==> config.mk <==
export PLATFORM = sky130hd
export DESIGN_NAME = wdt_fetch_trap
export DESIGN_NICKNAME = d
export VERILOG_FILES = /design/src/common/wdt_trap_pkg.sv /design/src/hw/wdt_fetch_trap.sv /design/src/hw/wdt_stage_counter.sv
export SDC_FILE = /design/constraint.sdc
export NUM_CORES = 1
export LEC_CHECK = 0
export BUFFER_PORTS_ARGS = -buffer_cell sky130_fd_sc_hd__buf_2
export CAP_MARGIN = 20
export CORE_UTILIZATION = 40
export CTS_BUF_LIST = sky130_fd_sc_hd__clkbuf_8
export CTS_CLUSTER_SIZE = 8
export DETAILED_ROUTE_END_ITERATION = 10
export SLEW_MARGIN = 25
export SYNTH_ARGS = -nofsm -noshare
export SYNTH_HDL_FRONTEND = slang
export SYNTH_SLANG_ARGS = --single-unit
export TNS_END_PERCENT = 5
==> constraint.sdc <==
create_clock -name mclk -period 2.5 [get_ports mclk]
set_input_delay 0.375 -clock mclk [delete_from_list [all_inputs] [get_ports mclk]]
set_output_delay 0.375 -clock mclk [all_outputs]
set_load 0.1 [all_outputs]
==> src/common/wdt_trap_pkg.sv <==
// Shared constants for the watchdog and fetch-trap block
package wdt_trap_pkg;
    // Register map (byte addresses on the plain port)
    localparam logic [7:0] CTRL_ONE_ADDR = 8'h34;
    localparam logic [7:0] CODE_PORT_ADDR = 8'h35;
    // Codes accepted by the code port
    localparam logic [7:0] CODE_CLEAR = 8'h4E;
    localparam logic [7:0] CODE_DISABLE = 8'hB1;
    localparam logic [7:0] CODE_TRAP_COMMIT = 8'hD2;
    // Field positions in watchdog_control_one
    localparam int F_RAM_TRAP = 5;
    localparam int F_TRAP_ACT = 4;
    localparam int F_ENABLE = 3;
    localparam int F_TIME_HI = 2;
    localparam int F_TIME_LO = 1;
    localparam int F_OVF_SEL = 0;
    // Reset values of the fields
    localparam logic RST_RAM_TRAP = 1'b1;
    localparam logic RST_TRAP_ACT = 1'b1;
    localparam logic RST_ENABLE = 1'b1;
    localparam logic [1:0] RST_TIME = 2'h0;
    localparam logic RST_OVF_SEL = 1'b1;
    // Value returned by any read
    localparam logic [7:0] READ_FILL = 8'h00;
    // Two-stage binary counter
    localparam int STAGE_BITS = 2;
    localparam logic [STAGE_BITS-1:0] STAGE_TOP = 2'h3;
    localparam logic [STAGE_BITS-1:0] STAGE_ZERO = 2'h0;
    // Exponent step between detection codes and stage share of period
    localparam int EXP_STEP = 2;
    // Timing of the internal reset pulse
    localparam int CLK_PERIOD_NS = 25;
    localparam int RST_FC_PERIODS = 24;
    localparam int RST_TIME_NS = RST_FC_PERIODS * CLK_PERIOD_NS;
    localparam int RST_CYC_INT = (RST_TIME_NS / CLK_PERIOD_NS < 1) ? 1 : RST_TIME_NS / CLK_PERIOD_NS;
    localparam logic [4:0] RST_CYC = 5'(RST_CYC_INT);
    localparam logic [4:0] RST_CNT_ZERO = 5'h00;
    localparam logic [4:0] RST_CNT_ONE = 5'h01;
    // Reset pulse state machine
    typedef enum logic [1:0] {
        RS_IDLE = 2'b01,
        RS_HOLD = 2'b10
    } rst_state_t;
endpackage

==> src/hw/wdt_fetch_trap.sv <==
// Watchdog timer with address trap on instruction fetches
//
// Function
// - Watchdog runs straight out of reset
// - Overflow gives reset or interrupt by select
// - Counting pauses in stop, idle, sleep
// - Clear code clears binary stages only
// - Detection code picks overflow period
// - Interrupt select locks until hardware reset
// - Control one write-only; reads return a fixed fill
// - Code port decodes clear, disable, commit
// - Disable code works only with enable cleared
// - Stages held cleared while disabled
// - Watchdog interrupt is non-maskable
// - Watchdog interrupts nest without limit
// - Internal reset lasts at most 24 periods
// - Fetch from register area always traps
// - RAM trap select needs commit code
// - Trap action bit picks interrupt or reset
// - Trap interrupt non-maskable and preempting
`timescale 1ns/100ps
module wdt_fetch_trap
    import wdt_trap_pkg::*;
#(
    parameter int HI_EXP0 = 25,
    parameter int LO_EXP0 = 17,
    parameter logic [15:0] SFR_LO = 16'h0000,
    parameter logic [15:0] SFR_HI = 16'h003F,
    parameter logic [15:0] RAM_LO = 16'h0040,
    parameter logic [15:0] RAM_HI = 16'h023F
) (
    input wire logic mclk,
    input wire logic rst_b,
    input wire logic [7:0] reg_addr,
    input wire logic [7:0] reg_wdata,
    input wire logic reg_wr,
    input wire logic reg_rd,
    output logic [7:0] reg_rdata,
    input wire logic hclk_tick,
    input wire logic lclk_tick,
    input wire logic slow_mode,
    input wire logic divider_clock_select,
    input wire logic stop_mode,
    input wire logic idle_mode,
    input wire logic sleep_mode,
    input wire logic fetch_valid,
    input wire logic [15:0] fetch_addr,
    output logic watchdog_interrupt,
    output logic fetch_trap_interrupt,
    output logic internal_reset,
    output logic watchdog_running
);
    localparam int DIV_W = HI_EXP0 - EXP_STEP;

    // Control state
    logic enable_bit_ff;
    logic active_ff;
    logic [1:0] time_sel_ff;
    logic ovf_sel_ff;
    logic ram_sel_ff;
    logic ram_trap_on_ff;
    logic trap_act_ff;

    // Output registers
    logic [7:0] rdata_ff;
    logic wdt_irq_ff;
    logic trap_irq_ff;
    logic int_rst_ff;
    rst_state_t rst_state_ff;
    rst_state_t nxt_rst_state;
    logic [4:0] rst_cnt_ff;
    logic [4:0] nxt_rst_cnt;

    // Decoded strobes and events
    logic wr_ctrl;
    logic wr_code;
    logic code_clear;
    logic code_disable;
    logic code_commit;
    logic use_high;
    logic src_tick;
    logic paused;
    logic run;
    logic ovf;
    logic [STAGE_BITS-1:0] bin_cnt;
    logic [4:0] tap_exp;
    logic in_sfr;
    logic in_ram;
    logic trap_ev;
    logic rst_req;

    // Address window test used for both trap areas
    function automatic logic in_range(input logic [15:0] a, input logic [15:0] lo, input logic [15:0] hi);
        return (a >= lo) && (a <= hi);
    endfunction

    // Stage tap exponent: a quarter of the selected period
    function automatic logic [4:0] stage_exp(input logic hi, input logic [1:0] sel);
        int base;
        base = hi ? HI_EXP0 : LO_EXP0;
        return 5'(base - EXP_STEP * int'(sel) - EXP_STEP);
    endfunction

    // Register port decode
    always_comb begin
        wr_ctrl = 1'b0;
        wr_code = 1'b0;
        if (reg_wr && (reg_addr == CTRL_ONE_ADDR)) begin
            wr_ctrl = 1'b1;
        end else if (reg_wr && (reg_addr == CODE_PORT_ADDR)) begin
            wr_code = 1'b1;
        end
    end

    // Code decode; other values do nothing
    assign code_clear = wr_code && (reg_wdata == CODE_CLEAR);
    assign code_disable = wr_code && (reg_wdata == CODE_DISABLE);
    assign code_commit = wr_code && (reg_wdata == CODE_TRAP_COMMIT);

    // Clock source and period selection
    assign use_high = !slow_mode && !divider_clock_select;
    assign src_tick = use_high ? hclk_tick : lclk_tick;
    assign tap_exp = stage_exp(use_high, time_sel_ff);

    // Counting pauses in low-power modes
    assign paused = stop_mode || idle_mode || sleep_mode;
    assign run = active_ff && !paused;

    wdt_stage_counter #(
        .DIV_W(DIV_W)
    ) u_stage (
        .mclk(mclk),
        .rst_b(rst_b),
        .src_tick(src_tick),
        .run(run),
        .hold_clr(!active_ff),
        .clr_bin(code_clear),
        .tap_exp(tap_exp),
        .ovf_ff(ovf),
        .bin_ff(bin_cnt)
    );

    // Detection time field
    always_ff @(posedge mclk or negedge rst_b) begin
        if (!rst_b) begin
            time_sel_ff <= RST_TIME;
        end else if (wr_ctrl) begin
            time_sel_ff <= reg_wdata[F_TIME_HI:F_TIME_LO];
        end
    end

    // Overflow action select; once cleared it cannot be set again
    always_ff @(posedge mclk or negedge rst_b) begin
        if (!rst_b) begin
            ovf_sel_ff <= RST_OVF_SEL;
        end else if (wr_ctrl) begin
            ovf_sel_ff <= ovf_sel_ff && reg_wdata[F_OVF_SEL];
        end
    end

    // Enable bit as written by software
    always_ff @(posedge mclk or negedge rst_b) begin
        if (!rst_b) begin
            enable_bit_ff <= RST_ENABLE;
        end else if (wr_ctrl) begin
            enable_bit_ff <= reg_wdata[F_ENABLE];
        end
    end

    // Running state: set by the enable bit, dropped only by disable code
    always_ff @(posedge mclk or negedge rst_b) begin
        if (!rst_b) begin
            active_ff <= RST_ENABLE;
        end else if (wr_ctrl && reg_wdata[F_ENABLE]) begin
            active_ff <= 1'b1;
        end else if (code_disable && !enable_bit_ff) begin
            active_ff <= 1'b0;
        end
    end

    // Trap action select
    always_ff @(posedge mclk or negedge rst_b) begin
        if (!rst_b) begin
            trap_act_ff <= RST_TRAP_ACT;
        end else if (wr_ctrl) begin
            trap_act_ff <= reg_wdata[F_TRAP_ACT];
        end
    end

    // RAM trap select: staged, then committed by code
    always_ff @(posedge mclk or negedge rst_b) begin
        if (!rst_b) begin
            ram_sel_ff <= RST_RAM_TRAP;
        end else if (wr_ctrl) begin
            ram_sel_ff <= reg_wdata[F_RAM_TRAP];
        end
    end

    always_ff @(posedge mclk or negedge rst_b) begin
        if (!rst_b) begin
            ram_trap_on_ff <= RST_RAM_TRAP;
        end else if (code_commit) begin
            ram_trap_on_ff <= ram_sel_ff;
        end
    end

    // Reads: both registers are write-only, data is a fixed fill
    always_ff @(posedge mclk or negedge rst_b) begin
        if (!rst_b) begin
            rdata_ff <= READ_FILL;
        end else if (reg_rd) begin
            rdata_ff <= READ_FILL;
        end else begin
            rdata_ff <= READ_FILL;
        end
    end

    // Fetch trap detection
    assign in_sfr = in_range(fetch_addr, SFR_LO, SFR_HI);
    assign in_ram = in_range(fetch_addr, RAM_LO, RAM_HI);
    assign trap_ev = fetch_valid && (in_sfr || (in_ram && ram_trap_on_ff));

    // Non-maskable interrupt pulses; raised on every event whose select picks interrupt
    always_ff @(posedge mclk or negedge rst_b) begin
        if (!rst_b) begin
            wdt_irq_ff <= 1'b0;
            trap_irq_ff <= 1'b0;
        end else begin
            wdt_irq_ff <= ovf && !ovf_sel_ff;
            trap_irq_ff <= trap_ev && !trap_act_ff;
        end
    end

    // Internal reset pulse generator
    assign rst_req = (ovf && ovf_sel_ff) || (trap_ev && trap_act_ff);

    always_comb begin
        nxt_rst_state = rst_state_ff;
        nxt_rst_cnt = rst_cnt_ff;
        case (rst_state_ff)
            RS_IDLE: begin
                if (rst_req) begin
                    nxt_rst_state = RS_HOLD;
                    nxt_rst_cnt = RST_CYC;
                end
            end
            RS_HOLD: begin
                if (rst_cnt_ff <= RST_CNT_ONE) begin
                    nxt_rst_state = RS_IDLE;
                    nxt_rst_cnt = RST_CNT_ZERO;
                end else begin
                    nxt_rst_cnt = rst_cnt_ff - RST_CNT_ONE;
                end
            end
            default: begin
                nxt_rst_state = RS_IDLE;
                nxt_rst_cnt = RST_CNT_ZERO;
            end
        endcase
    end

    always_ff @(posedge mclk or negedge rst_b) begin
        if (!rst_b) begin
            rst_state_ff <= RS_IDLE;
            rst_cnt_ff <= RST_CNT_ZERO;
            int_rst_ff <= 1'b0;
        end else begin
            rst_state_ff <= nxt_rst_state;
            rst_cnt_ff <= nxt_rst_cnt;
            int_rst_ff <= (nxt_rst_state == RS_HOLD);
        end
    end

    // Outputs straight from flip-flops
    assign reg_rdata = rdata_ff;
    assign watchdog_interrupt = wdt_irq_ff;
    assign fetch_trap_interrupt = trap_irq_ff;
    assign internal_reset = int_rst_ff;
    assign watchdog_running = active_ff;

    // Length of the current reset pulse, for checking only
    logic [5:0] rst_len_ff;
    always_ff @(posedge mclk or negedge rst_b) begin
        if (!rst_b) begin
            rst_len_ff <= '0;
        end else begin
            rst_len_ff <= int_rst_ff ? rst_len_ff + 1'b1 : '0;
        end
    end

    property p_start_running;
        @(posedge mclk) disable iff (!rst_b)
        $rose(rst_b) |-> active_ff && ovf_sel_ff;
    endproperty
    a_start_running: assert property (p_start_running) else $error("watchdog not running after reset");

    property p_ovf_reset;
        @(posedge mclk) disable iff (!rst_b)
        (ovf && ovf_sel_ff && rst_state_ff == RS_IDLE) |=> internal_reset && !watchdog_interrupt;
    endproperty
    a_ovf_reset: assert property (p_ovf_reset) else $error("overflow did not reset");

    property p_ovf_irq;
        @(posedge mclk) disable iff (!rst_b)
        (ovf && !ovf_sel_ff) |=> watchdog_interrupt;
    endproperty
    a_ovf_irq: assert property (p_ovf_irq) else $error("overflow did not interrupt");

    property p_sel_lock;
        @(posedge mclk) disable iff (!rst_b)
        !ovf_sel_ff |=> !ovf_sel_ff;
    endproperty
    a_sel_lock: assert property (p_sel_lock) else $error("output select returned to reset");

    property p_disable_guard;
        @(posedge mclk) disable iff (!rst_b)
        (code_disable && enable_bit_ff && active_ff) |=> active_ff;
    endproperty
    a_disable_guard: assert property (p_disable_guard) else $error("disable code acted with enable set");

    property p_disable_act;
        @(posedge mclk) disable iff (!rst_b)
        (code_disable && !enable_bit_ff && !wr_ctrl) |=> !active_ff ##1 (bin_cnt == STAGE_ZERO);
    endproperty
    a_disable_act: assert property (p_disable_act) else $error("disable code ignored");

    property p_commit;
        @(posedge mclk) disable iff (!rst_b)
        code_commit |=> (ram_trap_on_ff == $past(ram_sel_ff));
    endproperty
    a_commit: assert property (p_commit) else $error("RAM trap select not committed");

    property p_sfr_trap;
        @(posedge mclk) disable iff (!rst_b)
        (fetch_valid && in_sfr && !trap_act_ff) |=> fetch_trap_interrupt;
    endproperty
    a_sfr_trap: assert property (p_sfr_trap) else $error("fetch from register area not trapped");

    property p_trap_reset;
        @(posedge mclk) disable iff (!rst_b)
        (trap_ev && trap_act_ff && rst_state_ff == RS_IDLE) |=> internal_reset && !fetch_trap_interrupt;
    endproperty
    a_trap_reset: assert property (p_trap_reset) else $error("trap did not reset");

    property p_rst_len;
        @(posedge mclk) disable iff (!rst_b)
        $fell(internal_reset) |-> (rst_len_ff <= 6'(RST_CYC));
    endproperty
    a_rst_len: assert property (p_rst_len) else $error("internal reset too long");
endmodule // wdt_fetch_trap

==> src/hw/wdt_stage_counter.sv <==
// Prescaling divider and two-stage binary counter of the watchdog
`timescale 1ns/100ps
module wdt_stage_counter
    import wdt_trap_pkg::*;
#(
    parameter int DIV_W = 23
) (
    input wire logic mclk,
    input wire logic rst_b,
    input wire logic src_tick,
    input wire logic run,
    input wire logic hold_clr,
    input wire logic clr_bin,
    input wire logic [4:0] tap_exp,
    output logic ovf_ff,
    output logic [STAGE_BITS-1:0] bin_ff
);
    logic [DIV_W-1:0] div_ff;
    logic stage_tick;

    // Mask of divider bits that must all be ones for a stage step
    function automatic logic [DIV_W-1:0] tap_mask(input logic [4:0] k);
        logic [DIV_W-1:0] m;
        m = '0;
        for (int i = 0; i < DIV_W; i++) begin
            m[i] = (i < int'(k));
        end
        return m;
    endfunction

    assign stage_tick = run && src_tick && ((div_ff & tap_mask(tap_exp)) == tap_mask(tap_exp));

    // Divider: frozen while paused, never cleared by the clear code
    always_ff @(posedge mclk or negedge rst_b) begin
        if (!rst_b) begin
            div_ff <= '0;
        end else if (run && src_tick) begin
            div_ff <= div_ff + 1'b1;
        end
    end

    // Binary stages: cleared by code or while disabled, held when paused
    always_ff @(posedge mclk or negedge rst_b) begin
        if (!rst_b) begin
            bin_ff <= STAGE_ZERO;
        end else if (hold_clr || clr_bin) begin
            bin_ff <= STAGE_ZERO;
        end else if (stage_tick) begin
            bin_ff <= bin_ff + 1'b1;
        end
    end

    // Overflow pulse when the top stage wraps
    always_ff @(posedge mclk or negedge rst_b) begin
        if (!rst_b) begin
            ovf_ff <= 1'b0;
        end else begin
            ovf_ff <= stage_tick && !hold_clr && !clr_bin && (bin_ff == STAGE_TOP);
        end
    end

    property p_pause_hold;
        @(posedge mclk) disable iff (!rst_b)
        (!run && !hold_clr && !clr_bin) |=> $stable(bin_ff) && $stable(div_ff);
    endproperty
    a_pause_hold: assert property (p_pause_hold) else $error("count moved while paused");

    property p_clear_bin_only;
        @(posedge mclk) disable iff (!rst_b)
        (clr_bin && run && src_tick) |=> (bin_ff == STAGE_ZERO) && (div_ff == $past(div_ff) + 1'b1);
    endproperty
    a_clear_bin_only: assert property (p_clear_bin_only) else $error("clear code touched divider");

    property p_disabled_zero;
        @(posedge mclk) disable iff (!rst_b)
        hold_clr [*2] |-> (bin_ff == STAGE_ZERO) && !ovf_ff;
    endproperty
    a_disabled_zero: assert property (p_disabled_zero) else $error("stages not cleared while disabled");
endmodule // wdt_stage_counter

# ---- Word level (Yosys, flattened, before mapping)
# Cells that the tools add are included.
dict set report totals {
  reg_bits 44
  out_inout_bits 12
}
dict set report op_classes {
  add_sub_neg 5
  n_lt_le_gt_ge 28
  n_eq_ne 11
  muxes 15
  bitwise 1
  n_reduce_logical 38
}
# operator n
set ops {}
lappend ops {{less-than comparator 4 x 5 -> 1 bit (first input constant)} 8}
lappend ops {{less-than comparator 5 bit (first input constant)} 7}
lappend ops {{adder 23 x 1 -> 23 bit (second input constant)} 1}
lappend ops {{bitwise AND 23 bit} 1}
lappend ops {{equality test 23 bit} 1}
lappend ops {{logical AND 1 bit} 23}
lappend ops {{less-than comparator 3 x 5 -> 1 bit (first input constant)} 4}
lappend ops {{equality test 8 x 6 -> 1 bit (second input constant)} 2}
lappend ops {{equality test 8 bit (second input constant)} 2}
lappend ops {{>= comparator 16 x 1 -> 1 bit (second input constant)} 1}
lappend ops {{>= comparator 16 x 7 -> 1 bit (second input constant)} 1}
lappend ops {{less-or-equal comparator 16 x 10 -> 1 bit (second input constant)} 1}
lappend ops {{less-or-equal comparator 16 x 6 -> 1 bit (second input constant)} 1}
lappend ops {{less-than comparator 1 x 5 -> 1 bit (first input constant)} 2}
lappend ops {{less-than comparator 2 x 5 -> 1 bit (first input constant)} 2}
lappend ops {{2-to-1 mux 5 bit} 2}
lappend ops {{case mux 5 bit (2 select lines)} 1}
lappend ops {{equality test 8 x 7 -> 1 bit (second input constant)} 1}
lappend ops {{zero test 1 bit} 8}
lappend ops {{2-to-1 mux 2 bit} 4}
lappend ops {{equality test 2 bit (second input constant)} 3}
lappend ops {{2-to-1 mux 1 bit} 6}
lappend ops {{less-or-equal comparator 5 x 1 -> 1 bit (second input constant)} 1}
lappend ops {{logical OR 1 bit} 5}
lappend ops {{9 further kinds} 10}

# ---- Longest topological paths before layout
# Gate-level depths: netlist of run 1.
dict set report logic_depth {
  ltp_word 12
  ltp_mapped 7
  ltp_nobuf 7
}

# ---- Cells and area by module
# From an unflattened synthesis of run 1, not the netlist that was laid out.
dict set report hier_totals {
  cells_unflattened 274
  area_unflattened_um2 2611.3
}
# mod n_inst cells_each area_per_inst_um2
set modules_own_cells {}
lappend modules_own_cells {wdt_stage_counter 1 160 1483.9}
lappend modules_own_cells {wdt_fetch_trap 1 114 1127.3}

# ---- Worst setup path before layout of run 1
# OpenSTA, ideal clock, no wires.
dict set report synth_path {
  path_type {register to register}
  startpoint {register active_ff, in the netlist watchdog_running}
  endpoint {register u_stage.bin_ff[0]}
  t_arrival_ns 2.269
  t_required_ns 2.422
  path_slack_ns 0.153
  stages_incl_launch_ff 6
  synth_period_minus_slack_ns 2.347
  cell_sequence {dfstp_2 -> nor4b_4 -> o211ai_4 -> or2_4 -> or4_1 -> a21oi_1}
}
dict set report synth_via {
  elab_chain_len 4
}
# item line
set synth_lines {}
lappend synth_lines {{from (decl)} wdt_fetch_trap.sv:57} ;# logic active_ff;
lappend synth_lines {{from (signal assigned)} wdt_fetch_trap.sv:173} ;# active_ff <= RST_ENABLE;
lappend synth_lines {{from (signal assigned)} wdt_fetch_trap.sv:175} ;# active_ff <= 1'b1;
lappend synth_lines {{from (signal assigned)} wdt_fetch_trap.sv:177} ;# active_ff <= 1'b0;
lappend synth_lines {{logical AND 1 bit} wdt_fetch_trap.sv:127} ;# assign run = active_ff && !paused;
lappend synth_lines {{logical AND 1 bit (2 in a row)} wdt_stage_counter.sv:31} ;# assign stage_tick = run && src_tick && ((div_ff & tap_mask(tap_exp)) == tap_mask(tap_exp));
lappend synth_lines {{nonzero test 2 bit (no line)} --}
lappend synth_lines {{to (signal assigned)} wdt_stage_counter.sv:49} ;# bin_ff <= bin_ff + 1'b1;
lappend synth_lines {{to (decl)} wdt_stage_counter.sv:16} ;# output logic [STAGE_BITS-1:0] bin_ff
# Several ways; a longest one is shown, not always the timed one.
# A chain may end at the register's enable or synchronous reset.

# ---- Worst setup path after layout of run 1
# Same ends and word-level chain as after synthesis.

==> run metrics, run 1 <==
total power 1.484 mW; Synth Area in XOR/XNOR 8.288%; routed vias 1,710; worst r2r src watchdog_running$_DFFE_PN1P_; Post-CTS Setup Bufs 0; Hold Crit Class input port to async pin; slew margin rel. 62.94%; status complete, no violations; largest family of logic cells by synthesized area simple AND/OR/NAND/NOR gates; end of the critical path u_stage.bin_ff[0]$_DFFE_PN0P_; critical path class flop to flop; sequential-to-total area share from yosys stat 47.74%; vias in the first global route 1,719; Max Freq 491.7 MHz; routed wire length 4019 um; gr usage total 14.77%; Slew Viols, Final 0; # fillers 546; cell at the root of the clock tree clkbuf_8; synthesized area 2325 um2; Worst setup EP type flop; initial core utilization 41.96%; R2R cell count 5; Leak 1.274 nW; placed insts 333; EDFF count, synth 0; share of post-route cells with drive strength above 1 24.91%; clock slew seen by the registers of the worst setup and hold paths 80 ps; Post-Place Worst Slack 401.9 ps; worst skew pair latency 280 ps; MaxCap Viol Count 0; async set or reset register ratio after synthesis 100.0%; CP Data Arrival Time 2250 ps; Final min period 2034 ps; Final Util 48.53%; Final Hold Vio Count 0; Post-Synth Simple-Gate Area 22.01%; global route hottest layer met2; Compound-Gate Fraction of Synth Area 11.52%; pin count of the biggest net entering global routing 45; synth-to-layout area growth 15.66%; final setup margin 466.3 ps; drt drc 0; fin nets 318; remaining global-route overflow 0; Syn Inst Count 220; row cnt 27; Worst EP required 2710 ps; setup tns final 0 ps; CP Max Fanout 5; total die area 6121 um2; Distinct cells, synth 49; Routed WL per cell 11.79 um; DR pass1 iterations 4; Setup violations, final 0; first-pass GRT wire length 7093 um; htree depth 2; R2R setup slack 470 ps; clock skew 8.425 ps; Num CTS Buffers 5; Initial DRC Count 33; Slew @ Worst Pin 551.3 ps; mux cell area share after synthesis 3.337%; PwrDens 551.9 nW/um2; port bufs 40; Post-CTS Hold Buffers 0; met3 Resource Use GR 3.721%; warnings from Yosys 0; syn avg cell area 10.57 um2; Via density 5.015; ANT nets after route 0; CP Launch Point watchdog_running$_DFFE_PN1P_; Resized Gates After CTS 0; GR Layer Usage met1 16.59%; period utilisation layout 81.35%; initial antenna violation count 0; height of the die 78.24 um; ys flop type dfrtp_1; most frequent cells in the layout 40 x buf_2, 37 x dfrtp_1, 24 x nand2_1, 16 x nor2_1, 16 x xnor2_1; Fin Hold WS 57.65 ps; CTS max path bufs 2; Critical R2R Capture u_stage.bin_ff[0]$_DFFE_PN0P_; Core Region 5540 um2; post-place instance area 2609 um2; number of diodes 0; RSZ-0062 raised after global routing false; Synth Area in Adders 3.229%; Non-Filler Instances 341; Sinks on Clock Net 44; Design Area, Final 2689 um2; Startpoint Class flop; die width 78.24 um; Detail Placement HPWL 2992 um; CTS tree built; met2 Usage GRT 27.02%; routability cong. 0.7481; Worst IR Drop VDD 309.3 uV; commonest non-fill, non-tap cell in the layout buf_2; number of synthesized register bits 44; io pins 56
cells by family after synthesis:
logic type      count (synthesis)
fa+ha+maj                       6
flops                          44
simple gates                   88
buf+inv                        15
other cells                     1
compound gates                 37
xor+xnor                       22
mux                             7
how the worst min path moves through the flow:
stage | to | cells after the start
2_1_floorplan | fetch_trap_interrupt$_DFF_PN0_ | 0
3_3_place_gp | watchdog_interrupt$_DFF_PN0_ | 2
3_5_place_dp | watchdog_interrupt$_DFF_PN0_ | 2
4_1_cts | rst_cnt_ff[4]$_DFFE_PN0P_ | 2
5_1_grt | rst_cnt_ff[2]$_DFFE_PN0P_ | 2
6_report | rst_cnt_ff[4]$_DFFE_PN0P_ | 2
critical path: stages, from the launching register on:
cell and delay [ps]:
dfstp_2 550, nor4b_4 300, o211ai_4 160, or2_4 290, or4_1 500, a21oi_1 160
synth_stat cells (2+ instances only):
cell / n / area (um2)
and2_1: 4 / 25.02
nor4b_1: 2 / 17.52
o31ai_1: 2 / 15.01
o21ai_0: 8 / 40.04
a21o_1: 2 / 15.01
dfstp_2: 7 / 183.9
or4_1: 3 / 22.52
nand3_1: 8 / 40.04
buf_4: 8 / 60.06
dfrtp_1: 37 / 925.9
a31oi_1: 2 / 12.51
xnor2_1: 16 / 140.1
nor3_1: 4 / 20.02
mux2_2: 6 / 67.56
o21a_1: 2 / 15.01
xor2_1: 6 / 52.55
nor4b_4: 2 / 47.55
nor2b_1: 2 / 12.51
nor2_1: 16 / 60.06
nand4_1: 4 / 25.02
nand2_1: 24 / 90.09
o21bai_1: 2 / 15.01
nand2b_1: 6 / 37.54
ha_1: 6 / 75.07
and4_1: 2 / 17.52
and3_1: 3 / 18.77
o2bb2ai_1: 3 / 26.28
inv_1: 7 / 26.28
a21oi_1: 6 / 30.03
registers in the layout (all words and copies together), names as in the netlist, 2 cells and up:
register	flops
rst_state_ff	2
time_sel_ff	2
u_stage.bin_ff	2
rst_cnt_ff	5
u_stage.div_ff	23
final cells by class:
cell class / count / area, um2 / area share (%)
Clock buffer: 5 / 68.82 / 2.559
Clock inverter: 3 / 11.26 / 0.4188
Inverter: 7 / 26.28 / 0.9772
Multi-Input combinational cell: 168 / 1155 / 42.95
Sequential cell: 44 / 1110 / 41.27
Tap cell: 72 / 90.09 / 3.350
Timing Repair Buffer: 42 / 227.7 / 8.469
where the power goes:
group	internal (mW)	switching, mW	total, mW
registers	0.752	0.0232	0.775
logic	0.112	0.185	0.297
clock network	0.187	0.226	0.413
routing by layer:
metal / part of all wire [%] / routed length, um
met4: 0.75 / 30
met2: 50 / 2004
met1: 45 / 1823
met5: 0 / 0
met3: 4.0 / 159
Note: power is estimated with default switching activity, not from simulation.
==> run 2, diff against run 1 <==
Clock period 2.5 ns to 1.93 ns, I/O delays scaled along.
==> run 2 against run 1 <==
Net effect: the run now ends with negative setup slack left; via count grew 2.3%; non-clock buffer count grew 18; hold slack gained 180 ps; die area is the same; utilization grew 2.6 points; critical endpoint unchanged; largest power group unchanged.
==> run metrics, run 2 (same netlist as run 1, synthesis figures left out) <==
Largest regs u_stage.div_ff (23), rst_cnt_ff (5); ANT nets after route 0 (unchanged); io pins 56 (unchanged); vias in the first global route 1,769 (+2.9%); Worst setup EP type flop; fin nets 336 (+5.7%); max FFs per register 23 (unchanged); Via density 4.875 (-2.8%); PwrDens 685.5 nW/um2 (+24%); port bufs 40 (unchanged); routability cong. 0.7417 (-0.86%); DR pass1 iterations 4 (unchanged); CTS max path bufs 2 (unchanged); initial core utilization 41.96% (unchanged); Startpoint Class flop; Hold Crit Class input port to flop; CP Data Arrival Time 2180 ps (-70 ps); CP Launch Point watchdog_running$_DFFE_PN1P_; Design Area, Final 2831 um2 (+5.3%); Routed WL per cell 11.56 um (-1.9%); share of post-route cells with drive strength above 1 31.01% (+6.1 points); pin count of the biggest net entering global routing 21 (-53%); Initial DRC Count 49 (+48%); CP Max Fanout 3 (-2); htree depth 2 (unchanged); Final Hold Vio Count 0 (unchanged); clock skew 13.89 ps (+5.464 ps); worst skew pair latency 290 ps (about the same); setup tns final -55.90 ps (-55.90 ps); critical path class flop to flop; Sinks on Clock Net 44 (unchanged); failing checks negative setup slack; Slew Viols, Final 0 (unchanged); initial antenna violation count 0 (unchanged); Biggest register u_stage.div_ff; worst r2r src watchdog_running$_DFFE_PN1P_; Core Region 5540 um2 (unchanged); cell at the root of the clock tree clkbuf_8; first-pass GRT wire length 7410 um (+4.5%); height of the die 78.24 um (unchanged); Non-Filler Instances 359 (+5.3%); commonest non-fill, non-tap cell in the layout buf_2; final setup margin -25.41 ps (-491.7 ps); Leak 1.355 nW (+6.3%); Detail Placement HPWL 3189 um (+6.6%); synth-to-layout area growth 21.80%; Worst IR Drop VDD 399.5 uV (+29%); routed vias 1,750 (+2.3%); Num CTS Buffers 5 (unchanged); MaxCap Viol Count 0 (unchanged); Hold Startpoint reg_wdata[3]; drt drc 0 (unchanged); total power 1.941 mW (+31%); Fin Hold WS 237.7 ps (+180.0 ps); Setup violations, final 4 (+4); # fillers 501 (-8.2%); Max Freq 511.4 MHz (+4.0%); number of diodes 0 (unchanged); Worst EP required 2150 ps (-560 ps); row cnt 27 (unchanged); Final min period 1955 ps (-78.32 ps); placed insts 348 (+4.5%); clock slew seen by the registers of the worst setup and hold paths 80 ps (about the same); CTS tree built; gr usage total 15.30% (+0.53 points); RSZ-0062 raised after global routing true; total die area 6121 um2 (unchanged); period utilisation layout 101.3% (+20 points); most frequent cells in the layout 40 x buf_2, 37 x dfrtp_1, 24 x nand2_1, 19 x buf_4, 16 x xnor2_1; routed wire length 4149 um (+3.2%); post-place instance area 2713 um2 (+4.0%); remaining global-route overflow 0 (unchanged); die width 78.24 um (unchanged); status finished, violations left
## run 2: changes by cell type in the layout (fill, tap and decap cells not counted), sizes merged
cell	delta
buf	+17
clkinv	+3
dlygate4sd3	+1
inv	-3
## run 2: path summary, 6_finish.rpt
path,cells after the start,slack [ps],end
max,5,-30,u_stage.bin_ff[0]$_DFFE_PN0P_
min,3,240,watchdog_running$_DFFE_PN1P_
max reg2reg,5,-30,u_stage.bin_ff[0]$_DFFE_PN0P_
min reg2reg,1,470,ovf_sel_ff$_DFFE_PN1P_
max in group asynchronous,3,840,watchdog_running$_DFFE_PN1P_
min in group asynchronous,2,470,rst_cnt_ff[4]$_DFFE_PN0P_
## run 2: per-layer routing
metal	vias to the layer above	routed length [um]	GRT usage, %
met4	0	60	5.926
met3	7	125	3.488
met5	-	0	0
li1	898	-	-
met1	817	1922	18.38
met2	28	2040	26.49
## run 2: per-stage QoR
step,worst slack [ps],utilization [%]
floorplan,-254.2,-
global placement,-64.08,48.96
detailed placement,-54.81,48.96
CTS,-55.69,51.04
global route,-142.7,51.11
finish,-25.41,51.11
## run 2: cell type report
cell class,count,area (um2),share of cell area (%)
multi-input combinational,168,1161,41.01
tap,72,90.09,3.182
sequential,44,1114,39.33
timing repair buffer,60,352.8,12.46
clock inverter,3,18.77,0.6628
clock buffer,5,68.82,2.430
inverter,7,26.28,0.9280
## run 2: power by group
| part | internal (mW) | switching, mW |
|---|---|---|
| sequential | 0.974 | 0.0292 |
| combinational | 0.146 | 0.235 |
| clock | 0.252 | 0.305 |
## run 2: worst max-delay path, stage by stage (launching register included)
cell and delay (ps):
dfstp_4 620, nor4b_4 260, o211ai_4 110, or2_4 250
or4_1 520, a21oi_2 130
## run 2: timing repair
action,in CTS,in global routing
setup endpoints to repair,7,12
setup buffers,2,0
pin swaps,7,5
endpoints found under the hold margin,12,0
resized for setup,1,1
hold buffers,1,0
==> run 3, diff against run 2 <==
Settings changed: SLEW_MARGIN 25 to 5.
Clock period 1.93 ns to 1.86 ns, I/O delays scaled along.
==> run 3 against run 2 <==
Net effect: the flow still finishes with violations (negative setup slack); final cell count grew 0.28%; hold slack worse by 180 ps; final area rose by 2.8%; critical path depth unchanged; critical path type unchanged; largest cell class unchanged; highest routed layer unchanged.
==> run metrics, run 3 (same netlist as run 1, synthesis figures left out) <==
initial core utilization 41.96% (unchanged); NetSw 588.3 uW (+3.3%); Max Freq 510.0 MHz (-0.28%); CTS tree built; Hold Crit Class input port to async pin; first-pass GRT wire length 7576 um (+2.2%); vias in the first global route 1,804 (+2.0%); worst skew pair latency 290 ps (about the same); slew margin rel. 63.30%; failing checks negative setup slack; Critical R2R Capture u_stage.bin_ff[1]$_DFFE_PN0P_; die width 78.24 um (unchanged); Comb pwr share 17.3% (-2.3 points); worst r2r src watchdog_running$_DFFE_PN1P_; routability cong. 0.7373 (-0.59%); remaining global-route overflow 0 (unchanged); Detail Placement HPWL 3219 um (+0.94%); Slew @ Worst Pin 550.5 ps; share of post-route cells with drive strength above 1 32.64% (+1.6 points); Initial DRC Count 38 (-22%); Num CTS Buffers 5 (unchanged); initial antenna violation count 0 (unchanged); Post-Place Worst Slack -127.2 ps (-72.36 ps); R2R cell count 5 (unchanged); CP Launch Point watchdog_running$_DFFE_PN1P_; Post-CTS Hold Buffers 0 (-1); setup tns final -726.5 ps (-670.6 ps); status finished, violations left; Sinks on Clock Net 44 (unchanged); most frequent cells in the layout 40 x buf_2, 37 x dfrtp_1, 24 x nand2_1, 21 x buf_4, 16 x xnor2_1; CP Max Fanout 4 (+1); Worst EP required 2090 ps (-60 ps); Worst IR Drop VDD 440.1 uV (+10%); Slew Viols, Final 0 (unchanged); Worst setup EP type flop; Startpoint Class flop; Via density 4.947 (+1.5%); # fillers 502 (+0.20%); MaxCap Viol Count 0 (unchanged); clock slew seen by the registers of the worst setup and hold paths 80 ps (about the same); R2R setup slack -100 ps (-80 ps); Final Util 52.55% (+1.4 points); cell at the root of the clock tree clkbuf_8; routed wire length 4368 um (+5.3%); synth-to-layout area growth 25.24%; Routed WL per cell 12.13 um (+5.0%); final setup margin -100.8 ps (-75.41 ps); period utilisation layout 105.4% (+4.1 points); number of diodes 0 (unchanged); max FFs per register 23 (unchanged); pin count of the biggest net entering global routing 45 (+110%); PwrDens 782.8 nW/um2 (+14%); Cell Int Power 1.691 mW (+23%); io pins 56 (unchanged); fin nets 337 (+0.30%); routed vias 1,781 (+1.8%); height of the die 78.24 um (unchanged); Biggest register u_stage.div_ff; port bufs 40 (unchanged); placed insts 350 (+0.57%); commonest non-fill, non-tap cell in the layout buf_2; gr usage total 15.63% (+0.33 points); critical path class flop to flop; CP Data Arrival Time 2190 ps (about the same); Largest regs u_stage.div_ff (23), rst_cnt_ff (5); Core Region 5540 um2 (unchanged); clock power share 37.1% (+8.4 points); clock skew 8.723 ps (-5.165 ps); Final Hold Vio Count 0 (unchanged); RSZ-0062 raised after global routing true; DR pass1 iterations 4 (unchanged); ANT nets after route 0 (unchanged); Leak 1.403 nW (+3.5%); drt drc 0 (unchanged); Final min period 1961 ps (+5.412 ps); CTS max path bufs 2 (unchanged); Non-Filler Instances 360 (+0.28%); Reg power frac 45.6% (-6.1 points); row cnt 27 (unchanged); htree depth 2 (unchanged); total die area 6121 um2 (unchanged); Setup violations, final 12 (+8); total power 2.279 mW (+17%); switching fraction of total power 25.81% (-3.5 points)
run 3: layer usage:
| metal | global-route usage, % | part of all wire [%] | routed length, um |
|---|---|---|---|
| met2 | 27.28 | 51 | 2227 |
| met1 | 18.47 | 45 | 1965 |
| met5 | 0 | 0 | 0 |
| met3 | 3.605 | 3.0 | 130 |
| met4 | 6.296 | 1.0 | 44 |
run 3: worst max-delay path by stage:
| stage | endpoint | depth (start not counted) |
|---|---|---|
| global route | u_stage.div_ff[16]$_DFFE_PN0P_ | 7 |
| CTS | u_stage.bin_ff[0]$_DFFE_PN0P_ | 5 |
| detailed placement | u_stage.div_ff[15]$_DFFE_PN0P_ | 6 |
| floorplan | u_stage.bin_ff[0]$_DFFE_PN0P_ | 5 |
| finish | u_stage.bin_ff[1]$_DFFE_PN0P_ | 5 |
| global placement | ram_trap_on_ff$_DFFE_PN1P_ | 6 |
run 3: power groups by stage:
stage	clock network (mW)	registers, mW	logic (mW)
global placement	0	1.06	0.396
global route	0.909	1.05	0.443
CTS	0.876	1.04	0.395
floorplan	0	1.06	0.280
detailed placement	0	1.06	0.395
finish	0.845	1.04	0.395
run 3: timing repair:
item / CTS / global route
gates resized for setup: 0 / 8
pin swaps: 2 / 3
endpoints found under the setup margin: 12 / 14
buffers inserted: 1 / 1
run 3: area by class of cell:
| type | count | area, um2 | area share [%] |
|---|---|---|---|
| Timing Repair Buffer | 61 | 357.8 | 12.29 |
| Multi-Input combinational cell | 168 | 1191 | 40.91 |
| Clock inverter | 3 | 63.81 | 2.192 |
| Tap cell | 72 | 90.09 | 3.094 |
| Clock buffer | 5 | 68.82 | 2.364 |
| Sequential cell | 44 | 1114 | 38.25 |
| Inverter | 7 | 26.28 | 0.9025 |
run 3: critical path, stage by stage (launching register included):
cell	delay, ps
dfstp_4	620
nor4b_4	270
o211ai_4	120
or2_4	250
or4_4	510
a21oi_2	120
run 3: through the flow:
stage                     hold slack (ps)  cell area [um2]
after floorplan                    -16.59             2355
after global placement              389.9             2728
after detailed placement            391.3             2728
after CTS                           67.39             2868
after global routing                93.28             2912
final                               55.49             2912
